--- src/include/ssss_pkg.sv ---
// Purpose: shared constants and types of the slave-select synchronised serial port
// Assumes: 125 MHz system clock, classic Wishbone register access
// Notes:   all offsets are byte addresses of aligned 32-bit words
package ssss_pkg;

  // ----------------------------------------------------------------
  // register map
  // ----------------------------------------------------------------
  localparam logic [7:0] ADR_BUF   = 8'h00;
  localparam logic [7:0] ADR_CON1  = 8'h04;
  localparam logic [7:0] ADR_CON3  = 8'h08;
  localparam logic [7:0] ADR_STAT  = 8'h0c;
  localparam logic [7:0] ADR_ISTAT = 8'h10;
  localparam logic [7:0] ADR_IMASK = 8'h14;

  // ----------------------------------------------------------------
  // field positions
  // ----------------------------------------------------------------
  localparam int CON1_WCOL = 7;
  localparam int CON1_OV   = 6;
  localparam int CON1_EN   = 5;
  localparam int CON1_CKP  = 4;
  localparam int CON3_BOEN = 4;
  localparam int STAT_SMP  = 7;
  localparam int STAT_CKE  = 6;
  localparam int STAT_BF   = 0;
  localparam int EV_BYTE   = 0;
  localparam int EV_OV     = 1;
  localparam int EV_WCOL   = 2;
  localparam int EV_W      = 3;

  // ----------------------------------------------------------------
  // port operating modes
  // ----------------------------------------------------------------
  localparam logic [3:0] MODE_MASTER     = 4'h0;
  localparam logic [3:0] MODE_SLAVE_SEL  = 4'h4;
  localparam logic [3:0] MODE_SLAVE_FREE = 4'h5;

  // ----------------------------------------------------------------
  // reset values
  // ----------------------------------------------------------------
  localparam logic [7:0]      CON1_RST = 8'h00;
  localparam logic [7:0]      CON3_RST = 8'h00;
  localparam logic [1:0]      STAT_RST = 2'h0;
  localparam logic [EV_W-1:0] MASK_RST = 3'h0;
  localparam logic [7:0]      BUF_RST  = 8'h00;

  // ----------------------------------------------------------------
  // timing
  // ----------------------------------------------------------------
  localparam int CLK_PERIOD_PS = 8000;
  localparam int SCK_HALF_NS   = 16;
  localparam int SCK_HALF_CYC  = (SCK_HALF_NS * 1000 + CLK_PERIOD_PS - 1) / CLK_PERIOD_PS;
  localparam int BIT_TOGGLES   = 16;

  // ----------------------------------------------------------------
  // carriers
  // ----------------------------------------------------------------
  typedef struct packed {
    logic sck;
    logic ss_n;
    logic sdi;
  } ssss_pins_s;

endpackage

--- src/logic/ssss_port.sv ---
// Purpose: serial port with slave-select synchronisation and sleep behaviour
// Assumes: link pins are sampled by clk; sleep_i comes from logic on clk
// Notes:   the select and clock pins pass two flops, so reactions lag by two cycles
//
// Design decisions made here: the placing of the registers and register access over Wishbone.
`timescale 1ns/1ps
module ssss_port
  import ssss_pkg::*;
(
  // clock and reset
  input  wire logic       clk,
  input  wire logic       nrst,
  // wishbone slave
  input  wire logic       wb_cyc_i,
  input  wire logic       wb_stb_i,
  input  wire logic       wb_we_i,
  input  wire logic [7:0] wb_adr_i,
  input  wire logic [3:0] wb_sel_i,
  input  wire logic [31:0] wb_dat_i,
  output      logic [31:0] wb_dat_o,
  output      logic       wb_ack_o,
  // link pins
  input  wire ssss_pins_s pins_i,
  output      logic       sck_o,
  output      logic       sck_oe,
  output      logic       sdo_o,
  output      logic       sdo_oe,
  // power and interrupt
  input  wire logic       sleep_i,
  output      logic       irq_o,
  output      logic       wake_o
);

  // ----------------------------------------------------------------
  // helpers
  // ----------------------------------------------------------------
  function automatic logic reg_hit(input logic [7:0] adr, input logic [7:0] off);
    reg_hit = (adr == off);
  endfunction

  ssss_pins_s       pin_s;
  logic [7:0]       con1_q;
  logic [7:0]       con3_q;
  logic [1:0]       stat_q;
  logic [7:0]       buf_q;
  logic             bf_q;
  logic [7:0]       sr_q;
  logic [2:0]       cnt_q;
  logic             sck_q;
  logic             prev_q;
  logic             busy_q;
  logic [4:0]       tog_q;
  logic [7:0]       div_q;
  logic             sdo_q;
  logic             sdo_oe_q;
  logic             wake_q;
  logic             ack_q;
  logic [31:0]      dat_q;
  logic [EV_W-1:0]  mask_q;
  logic [EV_W-1:0]  ev_stat;
  logic [EV_W-1:0]  ev_set;
  logic             irq_q;
  logic             sck_oe_q;

  logic       en;
  logic       clock_polarity_bit;
  logic       cke;
  logic       boen;
  logic [3:0] mode;
  logic       master;
  logic       slave;
  logic       spi_rst;
  logic       lvl;
  logic       lead_edge;
  logic       trail_edge;
  logic       smp_edge;
  logic       out_edge;
  logic       byte_done;
  logic       req;
  logic       wr;
  logic       rd;
  logic       buf_wr;
  logic       wcol_ev;
  logic       ov_ev;
  logic       start;
  logic       frozen;

  assign en     = con1_q[CON1_EN];
  assign clock_polarity_bit    = con1_q[CON1_CKP];
  assign mode   = con1_q[3:0];
  assign cke    = stat_q[0];
  assign boen   = con3_q[CON3_BOEN];
  assign master = (mode == MODE_MASTER);
  assign slave  = (mode == MODE_SLAVE_SEL) || (mode == MODE_SLAVE_FREE);

  // ----------------------------------------------------------------
  // pin synchroniser
  // ----------------------------------------------------------------
  ssss_sync u_sync (
    .clk    (clk),
    .nrst   (nrst),
    .pins_i (pins_i),
    .pins_o (pin_s)
  );

  // ----------------------------------------------------------------
  // bus decode
  // ----------------------------------------------------------------
  assign req    = wb_cyc_i && wb_stb_i && !ack_q;
  assign wr     = req && wb_we_i && wb_sel_i[0];
  assign rd     = req && !wb_we_i;
  assign buf_wr = wr && reg_hit(wb_adr_i, ADR_BUF);

  always_ff @(posedge clk or negedge nrst) begin
    if (!nrst) begin
      ack_q <= 1'b0;
    end else begin
      ack_q <= req;
    end
  end

  always_ff @(posedge clk or negedge nrst) begin
    if (!nrst) begin
      dat_q <= 32'h0;
    end else if (rd) begin
      dat_q <= 32'h0;
      if (reg_hit(wb_adr_i, ADR_BUF)) dat_q[7:0] <= buf_q;
      if (reg_hit(wb_adr_i, ADR_CON1)) dat_q[7:0] <= con1_q;
      if (reg_hit(wb_adr_i, ADR_CON3)) dat_q[7:0] <= con3_q;
      if (reg_hit(wb_adr_i, ADR_STAT)) dat_q[7:0] <= {stat_q, 5'h00, bf_q};
      if (reg_hit(wb_adr_i, ADR_ISTAT)) dat_q[EV_W-1:0] <= ev_stat;
      if (reg_hit(wb_adr_i, ADR_IMASK)) dat_q[EV_W-1:0] <= mask_q;
    end
  end

  // ----------------------------------------------------------------
  // configuration registers
  // ----------------------------------------------------------------
  always_ff @(posedge clk or negedge nrst) begin
    if (!nrst) begin
      con1_q <= CON1_RST;
    end else begin
      if (wr && reg_hit(wb_adr_i, ADR_CON1)) begin
        con1_q <= wb_dat_i[7:0];
      end
      // hardware set wins over a software clear
      if (wcol_ev) con1_q[CON1_WCOL] <= 1'b1;
      if (ov_ev) con1_q[CON1_OV] <= 1'b1;
    end
  end

  always_ff @(posedge clk or negedge nrst) begin
    if (!nrst) begin
      con3_q <= CON3_RST;
      stat_q <= STAT_RST;
      mask_q <= MASK_RST;
    end else begin
      if (wr && reg_hit(wb_adr_i, ADR_CON3)) con3_q <= wb_dat_i[7:0];
      if (wr && reg_hit(wb_adr_i, ADR_STAT)) stat_q <= wb_dat_i[STAT_SMP:STAT_CKE];
      if (wr && reg_hit(wb_adr_i, ADR_IMASK)) mask_q <= wb_dat_i[EV_W-1:0];
    end
  end

  // ----------------------------------------------------------------
  // clock edges
  // ----------------------------------------------------------------
  assign lvl        = master ? sck_q : pin_s.sck;
  assign lead_edge  = (lvl != prev_q) && (prev_q == clock_polarity_bit);
  assign trail_edge = (lvl != prev_q) && (prev_q != clock_polarity_bit);
  // sleep halts the master's own clock and its edge detector together
  assign frozen     = master && sleep_i;
  assign smp_edge   = en && !spi_rst && !frozen && (cke ? lead_edge : trail_edge);
  assign out_edge   = en && !spi_rst && !frozen && (cke ? trail_edge : lead_edge);
  assign spi_rst    = !en || !(master || slave)
                      || (mode == MODE_SLAVE_SEL && pin_s.ss_n);
  assign byte_done  = smp_edge && (cnt_q == 3'h7);
  assign wcol_ev    = buf_wr && (busy_q || cnt_q != 3'h0);
  assign ov_ev      = byte_done && bf_q && !boen;
  assign start      = buf_wr && !wcol_ev && en && master;

  always_ff @(posedge clk or negedge nrst) begin
    if (!nrst) begin
      prev_q <= 1'b0;
    end else if (!frozen) begin
      prev_q <= lvl;
    end
  end

  // ----------------------------------------------------------------
  // shift register and bit counter
  // ----------------------------------------------------------------
  always_ff @(posedge clk or negedge nrst) begin
    if (!nrst) begin
      cnt_q <= 3'h0;
    end else if (spi_rst) begin
      cnt_q <= 3'h0;
    end else if (smp_edge) begin
      cnt_q <= 3'(cnt_q + 3'h1);
    end
  end

  always_ff @(posedge clk or negedge nrst) begin
    if (!nrst) begin
      sr_q <= 8'h00;
    end else if (buf_wr && !wcol_ev) begin
      sr_q <= wb_dat_i[7:0];
    end else if (smp_edge) begin
      sr_q <= {sr_q[6:0], pin_s.sdi};
    end
  end

  always_ff @(posedge clk or negedge nrst) begin
    if (!nrst) begin
      buf_q <= BUF_RST;
    end else if (buf_wr && !wcol_ev) begin
      buf_q <= wb_dat_i[7:0];
    end else if (byte_done && !ov_ev) begin
      buf_q <= {sr_q[6:0], pin_s.sdi};
    end
  end

  always_ff @(posedge clk or negedge nrst) begin
    if (!nrst) begin
      bf_q <= 1'b0;
    end else if (byte_done) begin
      bf_q <= 1'b1;
    end else if (rd && reg_hit(wb_adr_i, ADR_BUF)) begin
      bf_q <= 1'b0;
    end
  end

  // ----------------------------------------------------------------
  // data output and its drive
  // ----------------------------------------------------------------
  always_ff @(posedge clk or negedge nrst) begin
    if (!nrst) begin
      sdo_q <= 1'b0;
    end else if (buf_wr && !wcol_ev) begin
      sdo_q <= wb_dat_i[7];
    end else if (out_edge) begin
      sdo_q <= sr_q[7];
    end
  end

  always_ff @(posedge clk or negedge nrst) begin
    if (!nrst) begin
      sdo_oe_q <= 1'b0;
    end else if (mode == MODE_SLAVE_SEL) begin
      sdo_oe_q <= en && !pin_s.ss_n;
    end else begin
      sdo_oe_q <= en && (master || slave);
    end
  end

  always_ff @(posedge clk or negedge nrst) begin
    if (!nrst) begin
      sck_oe_q <= 1'b0;
    end else begin
      sck_oe_q <= en && master;
    end
  end

  // ----------------------------------------------------------------
  // master clock generator
  // ----------------------------------------------------------------
  always_ff @(posedge clk or negedge nrst) begin
    if (!nrst) begin
      busy_q <= 1'b0;
      tog_q  <= 5'h00;
      div_q  <= 8'h00;
      sck_q  <= 1'b0;
    end else if (!en || !master) begin
      busy_q <= 1'b0;
      tog_q  <= 5'h00;
      div_q  <= 8'h00;
      sck_q  <= clock_polarity_bit;
    end else if (start) begin
      busy_q <= 1'b1;
      tog_q  <= 5'h00;
      div_q  <= 8'h00;
    end else if (busy_q && !sleep_i) begin
      if (div_q == 8'(SCK_HALF_CYC - 1)) begin
        div_q <= 8'h00;
        sck_q <= !sck_q;
        tog_q <= 5'(tog_q + 5'h01);
        if (tog_q == 5'(BIT_TOGGLES - 1)) busy_q <= 1'b0;
      end else begin
        div_q <= 8'(div_q + 8'h01);
      end
    end
  end

  // ----------------------------------------------------------------
  // interrupt and wake
  // ----------------------------------------------------------------
  assign ev_set = {wcol_ev, ov_ev, byte_done};

  ssss_irq u_irq (
    .clk    (clk),
    .nrst   (nrst),
    .set_i  (ev_set),
    .clr_i  (rd && reg_hit(wb_adr_i, ADR_ISTAT)),
    .mask_i (mask_q),
    .stat_q (ev_stat),
    .irq_q  (irq_q)
  );

  always_ff @(posedge clk or negedge nrst) begin
    if (!nrst) begin
      wake_q <= 1'b0;
    end else begin
      wake_q <= sleep_i && ev_stat[EV_BYTE] && mask_q[EV_BYTE];
    end
  end

  assign wb_ack_o = ack_q;
  assign wb_dat_o = dat_q;
  assign sck_o    = sck_q;
  assign sck_oe   = sck_oe_q;
  assign sdo_o    = sdo_q;
  assign sdo_oe   = sdo_oe_q;
  assign irq_o    = irq_q;
  assign wake_o   = wake_q;
endmodule // ssss_port

--- src/logic/ssss_sync.sv ---
// Purpose: two-flop synchroniser for the link pins
// Assumes: inputs are asynchronous to clk
// Notes:   only the second stage is visible outside
`timescale 1ns/1ps
module ssss_sync
  import ssss_pkg::*;
(
  // clock and reset
  input  wire logic       clk,
  input  wire logic       nrst,
  // pins
  input  wire ssss_pins_s pins_i,
  output      ssss_pins_s pins_o
);

  // ----------------------------------------------------------------
  // per-bit two-stage chain
  // ----------------------------------------------------------------
  logic [2:0] meta_q;
  logic [2:0] sync_q;

  genvar i;
  generate
    for (i = 0; i < 3; i++) begin : g_bit
      always_ff @(posedge clk or negedge nrst) begin
        if (!nrst) begin
          meta_q[i] <= 1'b1;
          sync_q[i] <= 1'b1;
        end else begin
          meta_q[i] <= pins_i[i];
          sync_q[i] <= meta_q[i];
        end
      end
    end
  endgenerate

  assign pins_o = sync_q;

endmodule // ssss_sync

--- src/logic/ssss_irq.sv ---
// Purpose: sticky event status, mask gating, level interrupt
// Assumes: clr_i is a one-cycle pulse from a status read
// Notes:   a set in the cycle of the clear wins
`timescale 1ns/1ps
module ssss_irq
  import ssss_pkg::*;
(
  // clock and reset
  input  wire logic            clk,
  input  wire logic            nrst,
  // events and control
  input  wire logic [EV_W-1:0] set_i,
  input  wire logic            clr_i,
  input  wire logic [EV_W-1:0] mask_i,
  // state
  output      logic [EV_W-1:0] stat_q,
  output      logic            irq_q
);

  // ----------------------------------------------------------------
  // status and interrupt
  // ----------------------------------------------------------------
  always_ff @(posedge clk or negedge nrst) begin
    if (!nrst) begin
      stat_q <= '0;
    end else begin
      stat_q <= (clr_i ? '0 : stat_q) | set_i;
    end
  end

  always_ff @(posedge clk or negedge nrst) begin
    if (!nrst) begin
      irq_q <= 1'b0;
    end else begin
      irq_q <= |(((clr_i ? '0 : stat_q) | set_i) & mask_i);
    end
  end

endmodule // ssss_irq

--- config.mk ---
export PLATFORM = sky130hd
export DESIGN_NAME = ssss_port
export DESIGN_NICKNAME = d
export VERILOG_FILES = /design/src/include/ssss_pkg.sv /design/src/logic/ssss_port.sv /design/src/logic/ssss_sync.sv /design/src/logic/ssss_irq.sv
export SDC_FILE = /design/constraint.sdc
export NUM_CORES = 1
export LEC_CHECK = 0
export ABC_AREA = 1
export BUFFER_PORTS_ARGS = -buffer_cell sky130_fd_sc_hd__buf_2
export CORE_MARGIN = 1.5
export CORE_UTILIZATION = 54
export CTS_CLUSTER_SIZE = 24
export DETAILED_ROUTE_END_ITERATION = 12
export GPL_ROUTABILITY_DRIVEN = 0
export HOLD_SLACK_MARGIN = 0.03
export PLACE_DENSITY = 0.88
export SKIP_CTS_REPAIR_TIMING = 1
export SLEW_MARGIN = 30
export SYNTH_ARGS = -nofsm -noshare
export SYNTH_HDL_FRONTEND = slang
export SYNTH_HIERARCHICAL = 1
export SYNTH_SLANG_ARGS = --single-unit
export TNS_END_PERCENT = 50
--- constraint.sdc ---
create_clock -name clk -period 1.9 [get_ports clk]
set_input_delay 0.57 -clock clk [delete_from_list [all_inputs] [get_ports clk]]
set_output_delay 0.57 -clock clk [all_outputs]
set_load 0.005 [all_outputs]
==> flow_summary_export.csv <==
group,metric,value,unit
power_and_ir_drop,peakVddDrop,402.7,uV
logic_synthesis,yosysMostFrequentCell,"nand2_1",
setup_path,worst_setup_path_end_kind,"register",
setup_path,cp_slowest_stage_delay,460,ps
logic_synthesis,ys_ff_latch,80,
route,finalWirelength,9129,um
global_route,overflow,0,
logic_synthesis,yosys.area.top_type_share,44.75,%
global_route,grt_pass1_wl,15780,um
timing,period_minus_slack,1777,ps
logic_synthesis,synth_xor_area_share,0.6350,%
setup_path,cp_num_buf_inv,1,
route,viasPerCell,5.255,
power_and_ir_drop,fin_total_pwr,3.300,mW
logic_synthesis,yosys_warnings,6,
power_and_ir_drop,swShare,23.35,%
route,drt-initial-drc-count,341,
global_route,grt_max_degree,37,
setup_path,cp.required,2160,ps
timing,rsz0062_at_grt,"false",
die,num_io_pins,92,
logic_synthesis,synth_top_family_by_area,"simple AND/OR/NAND/NOR gates",
global_route,grt_pass1_vias,3414,
logic_synthesis,synth_fa_ha_area_share,2.117,%
timing,finalSetupViolations,0,
timing,finalClockSkew,13.33,ps
clock_tree,cts_tree,"yes",
finish,fin_nets,614,
setup_path,critPathLaunchType,"register",
setup_path,cp_common_cell,"nand2_2",
setup_path,worstPathCellList,"nor2_4, nand2_4, nand2_2, nand3_2, nand2_2, nand3_2, nand2_4, nand2_2, buf_4, nand3_1, nand2_1",
finish,syn2layout_area_growth,15.18,%
timing,fmax,0.5627,GHz
logic_synthesis,seq_area_frac_synth,48.56,%
outcome,status,"complete, no violations",
logic_synthesis,synthSimpleGateAreaFrac,29.36,%
logic_synthesis,synth_ff_type,"dfrtp_1",
setup_path,worstSetupPathType,"reg2reg",
global_route,use_met3,5.219,%
setup_path,r2r_slack,120,ps
logic_synthesis,synth-compound-area-share,8.648,%
finish,antenna_cells,0,
route,drc_errors,0,
power_and_ir_drop,power_leakage,2.368,nW
die,core,7331,um^2
logic_synthesis,synth_edf_count,0,
logic_synthesis,async_flop_share,100.0,%
logic_synthesis,syn_area,4138,um^2
power_and_ir_drop,powerDensity,692.5,nW/um^2
finish,final_util,65.01,%
logic_synthesis,postSynthAreaPerCell,8.514,um^2
place,io_buffers,40,
logic_synthesis,synth_area_leaders,"dfrtp_1 45%, nand2_1 11%, inv_1 4.7%",
die,die-width,90.54,um
timing,hold-worst-slack,155.6,ps
global_route,grt_use_met2,39.60,%
global_route,antenna_found_initial,0,
power_and_ir_drop,combPwrFrac,5.5,%
clock_tree,cts_sinks,80,
die,dieArea,8197,um^2
power_and_ir_drop,switchingPower,0.7705,mW
place,place_ws,-49.17,ps
logic_synthesis,synth_common_cells,"125 x nand2_1, 74 x dfrtp_1, 52 x inv_1",
setup_path,worstPathArrival,2040,ps
clock_tree,cts_made_buffers,9,
power_and_ir_drop,p_seq_share,52.7,%
power_and_ir_drop,clock_power_share,41.8,%
run,cap_violations,0,
timing,hold_viol_final,0,
logic_synthesis,postSynthCellCount,486,
setup_path,crit_family,"simple AND/OR/NAND/NOR gates",
setup_path,r2r.worst_path.cells,11,
power_and_ir_drop,p_int,2.530,mW
global_route,busiest_layer,"met2",
setup_path,slowest_stage,"dfrtp_2",
clock_tree,clock_latency,370,ps
clock_tree,clock_path_buffers,2,
hold_path,hp-class,"in2async",
route,ant_nets,0,
route,first_pass_iters,5,
logic_synthesis,synth_top_area_cell,"dfrtp_1",
logic_synthesis,synth_cell_types,39,
finish,drive_gt1_share,24.15,%
global_route,grt_use_total,24.51,%
global_route,grt_use_met1,31.84,%
place,dp_hpwl,6755,um
setup_path,crit_fanout,8,
route,vias,3458,
clock_tree,clk_pin_slew,80,ps
timing,post-route-period-util,93.54,%
die,start_util,56.44,%
timing,final.setup.worst_slack,122.8,ps
clock_tree,cts_max_level,3,
route,wire_per_inst,13.87,um
die,num_rows,31,
timing,slew_violations,0,
die,die_h,90.54,um
clock_tree,root_buffer,"clkbuf_8",
logic_synthesis,muxShareOfSynthArea,0.2419,%
setup_path,timing.rr.end,"sr_q[7]",
setup_path,timing.rr.start,"con1_q[2]",
## cell families (layout without fill, tap and decap cells)
family          after synthesis  after routing
buf+inv                      89            139
other cells                   1             24
mux                           1              1
xor+xnor                      3              3
simple gates                241            241
fa+ha+maj                     7              7
flops                        80             80
compound gates               64             64
## layer usage
layer	up-vias	wire length [um]
met2	150	4508
met1	1643	3908
met4	0	124
li1	1654	-
met5	-	0
met3	11	587
## flip-flops by register name (all words and copies together) (netlist names), 2 cells and up
register	flops
con1_q	8
tog_q	5
mask_q	3
wb_dat_o	8
u_sync/pins_o	3
u_sync/meta_q	3
cnt_q	3
stat_q	2
div_q	8
buf_q	8
u_irq/stat_q	3
con3_q	8
sr_q	8
## power by group through the flow
stage | Sequential, mW | Combinational, mW | Clock, mW
4_1_cts | 1.74 | 0.184 | 1.39
6_report | 1.74 | 0.182 | 1.38
5_1_grt | 1.74 | 0.211 | 1.49
2_1_floorplan | 1.77 | 0.112 | 0
3_5_place_dp | 1.77 | 0.183 | 0
3_3_place_gp | 1.77 | 0.177 | 0
## layout make-up
cell class,count,area (um^2)
Clock inverter,5,81.33
Timing Repair Buffer,66,410.4
Multi-Input combinational cell,340,1794
Clock buffer,11,131.4
Inverter,57,214.0
Sequential cell,80,2011
Fill cell,560,2565
Tap cell,99,123.9
## worst max-delay path by stage
| stage | start | endpoint | slack (ps) | cells after the start |
|---|---|---|---|---|
| 3_5_place_dp | wb_adr_i[5] | con1_q[7] | -50 | 8 |
| 6_report | con1_q[2] | sr_q[7] | 120 | 11 |
| 3_3_place_gp | wb_adr_i[5] | con1_q[7] | -8 | 8 |
| 4_1_cts | con1_q[2] | u_irq/irq_q | 90 | 13 |
| 2_1_floorplan | wb_adr_i[5] | div_q[6] | 170 | 10 |
| 5_1_grt | con1_q[2] | sr_q[3] | 3 | 11 |
## cell usage in the layout (no fill, tap or decap), types with 2 or more instances in the layout
| cell type | n |
|---|---|
| nand2_1 | 124 |
| dfrtp_1 | 73 |
| inv_1 | 52 |
| buf_2 | 39 |
| nand3_1 | 37 |
| nor2_1 | 28 |
| buf_4 | 26 |
| conb_1 | 24 |
| o21ai_0 | 21 |
| o21ai_1 | 19 |
| nand2_2 | 13 |
| a21oi_1 | 11 |
| nand3_2 | 9 |
| clkbuf_8 | 9 |
| nor2_4 | 7 |
| ha_1 | 7 |
| dfstp_2 | 6 |
| nand2_4 | 4 |
| inv_2 | 4 |
| nor2_2 | 4 |
| nor3_1 | 4 |
| nand4_1 | 3 |
| a221oi_1 | 3 |
| nor3_2 | 3 |
| o211ai_1 | 2 |
| o22ai_1 | 2 |
| a41oi_1 | 2 |
| o21a_1 | 2 |
| xor2_1 | 2 |
| bufinv_16 | 2 |
| clkbuf_1 | 2 |
## through the flow
step / TNS, ps / area (um^2) / std cells
2_1_floorplan: 0 / 4224 / 509
3_3_place_gp: -18.95 / 4544 / 642
3_5_place_dp: -207.1 / 4544 / 642
4_1_cts: 0 / 4757 / 658
5_1_grt: 0 / 4766 / 658
6_report: 0 / 4766 / 658
(Power assumes the default switching activity.)
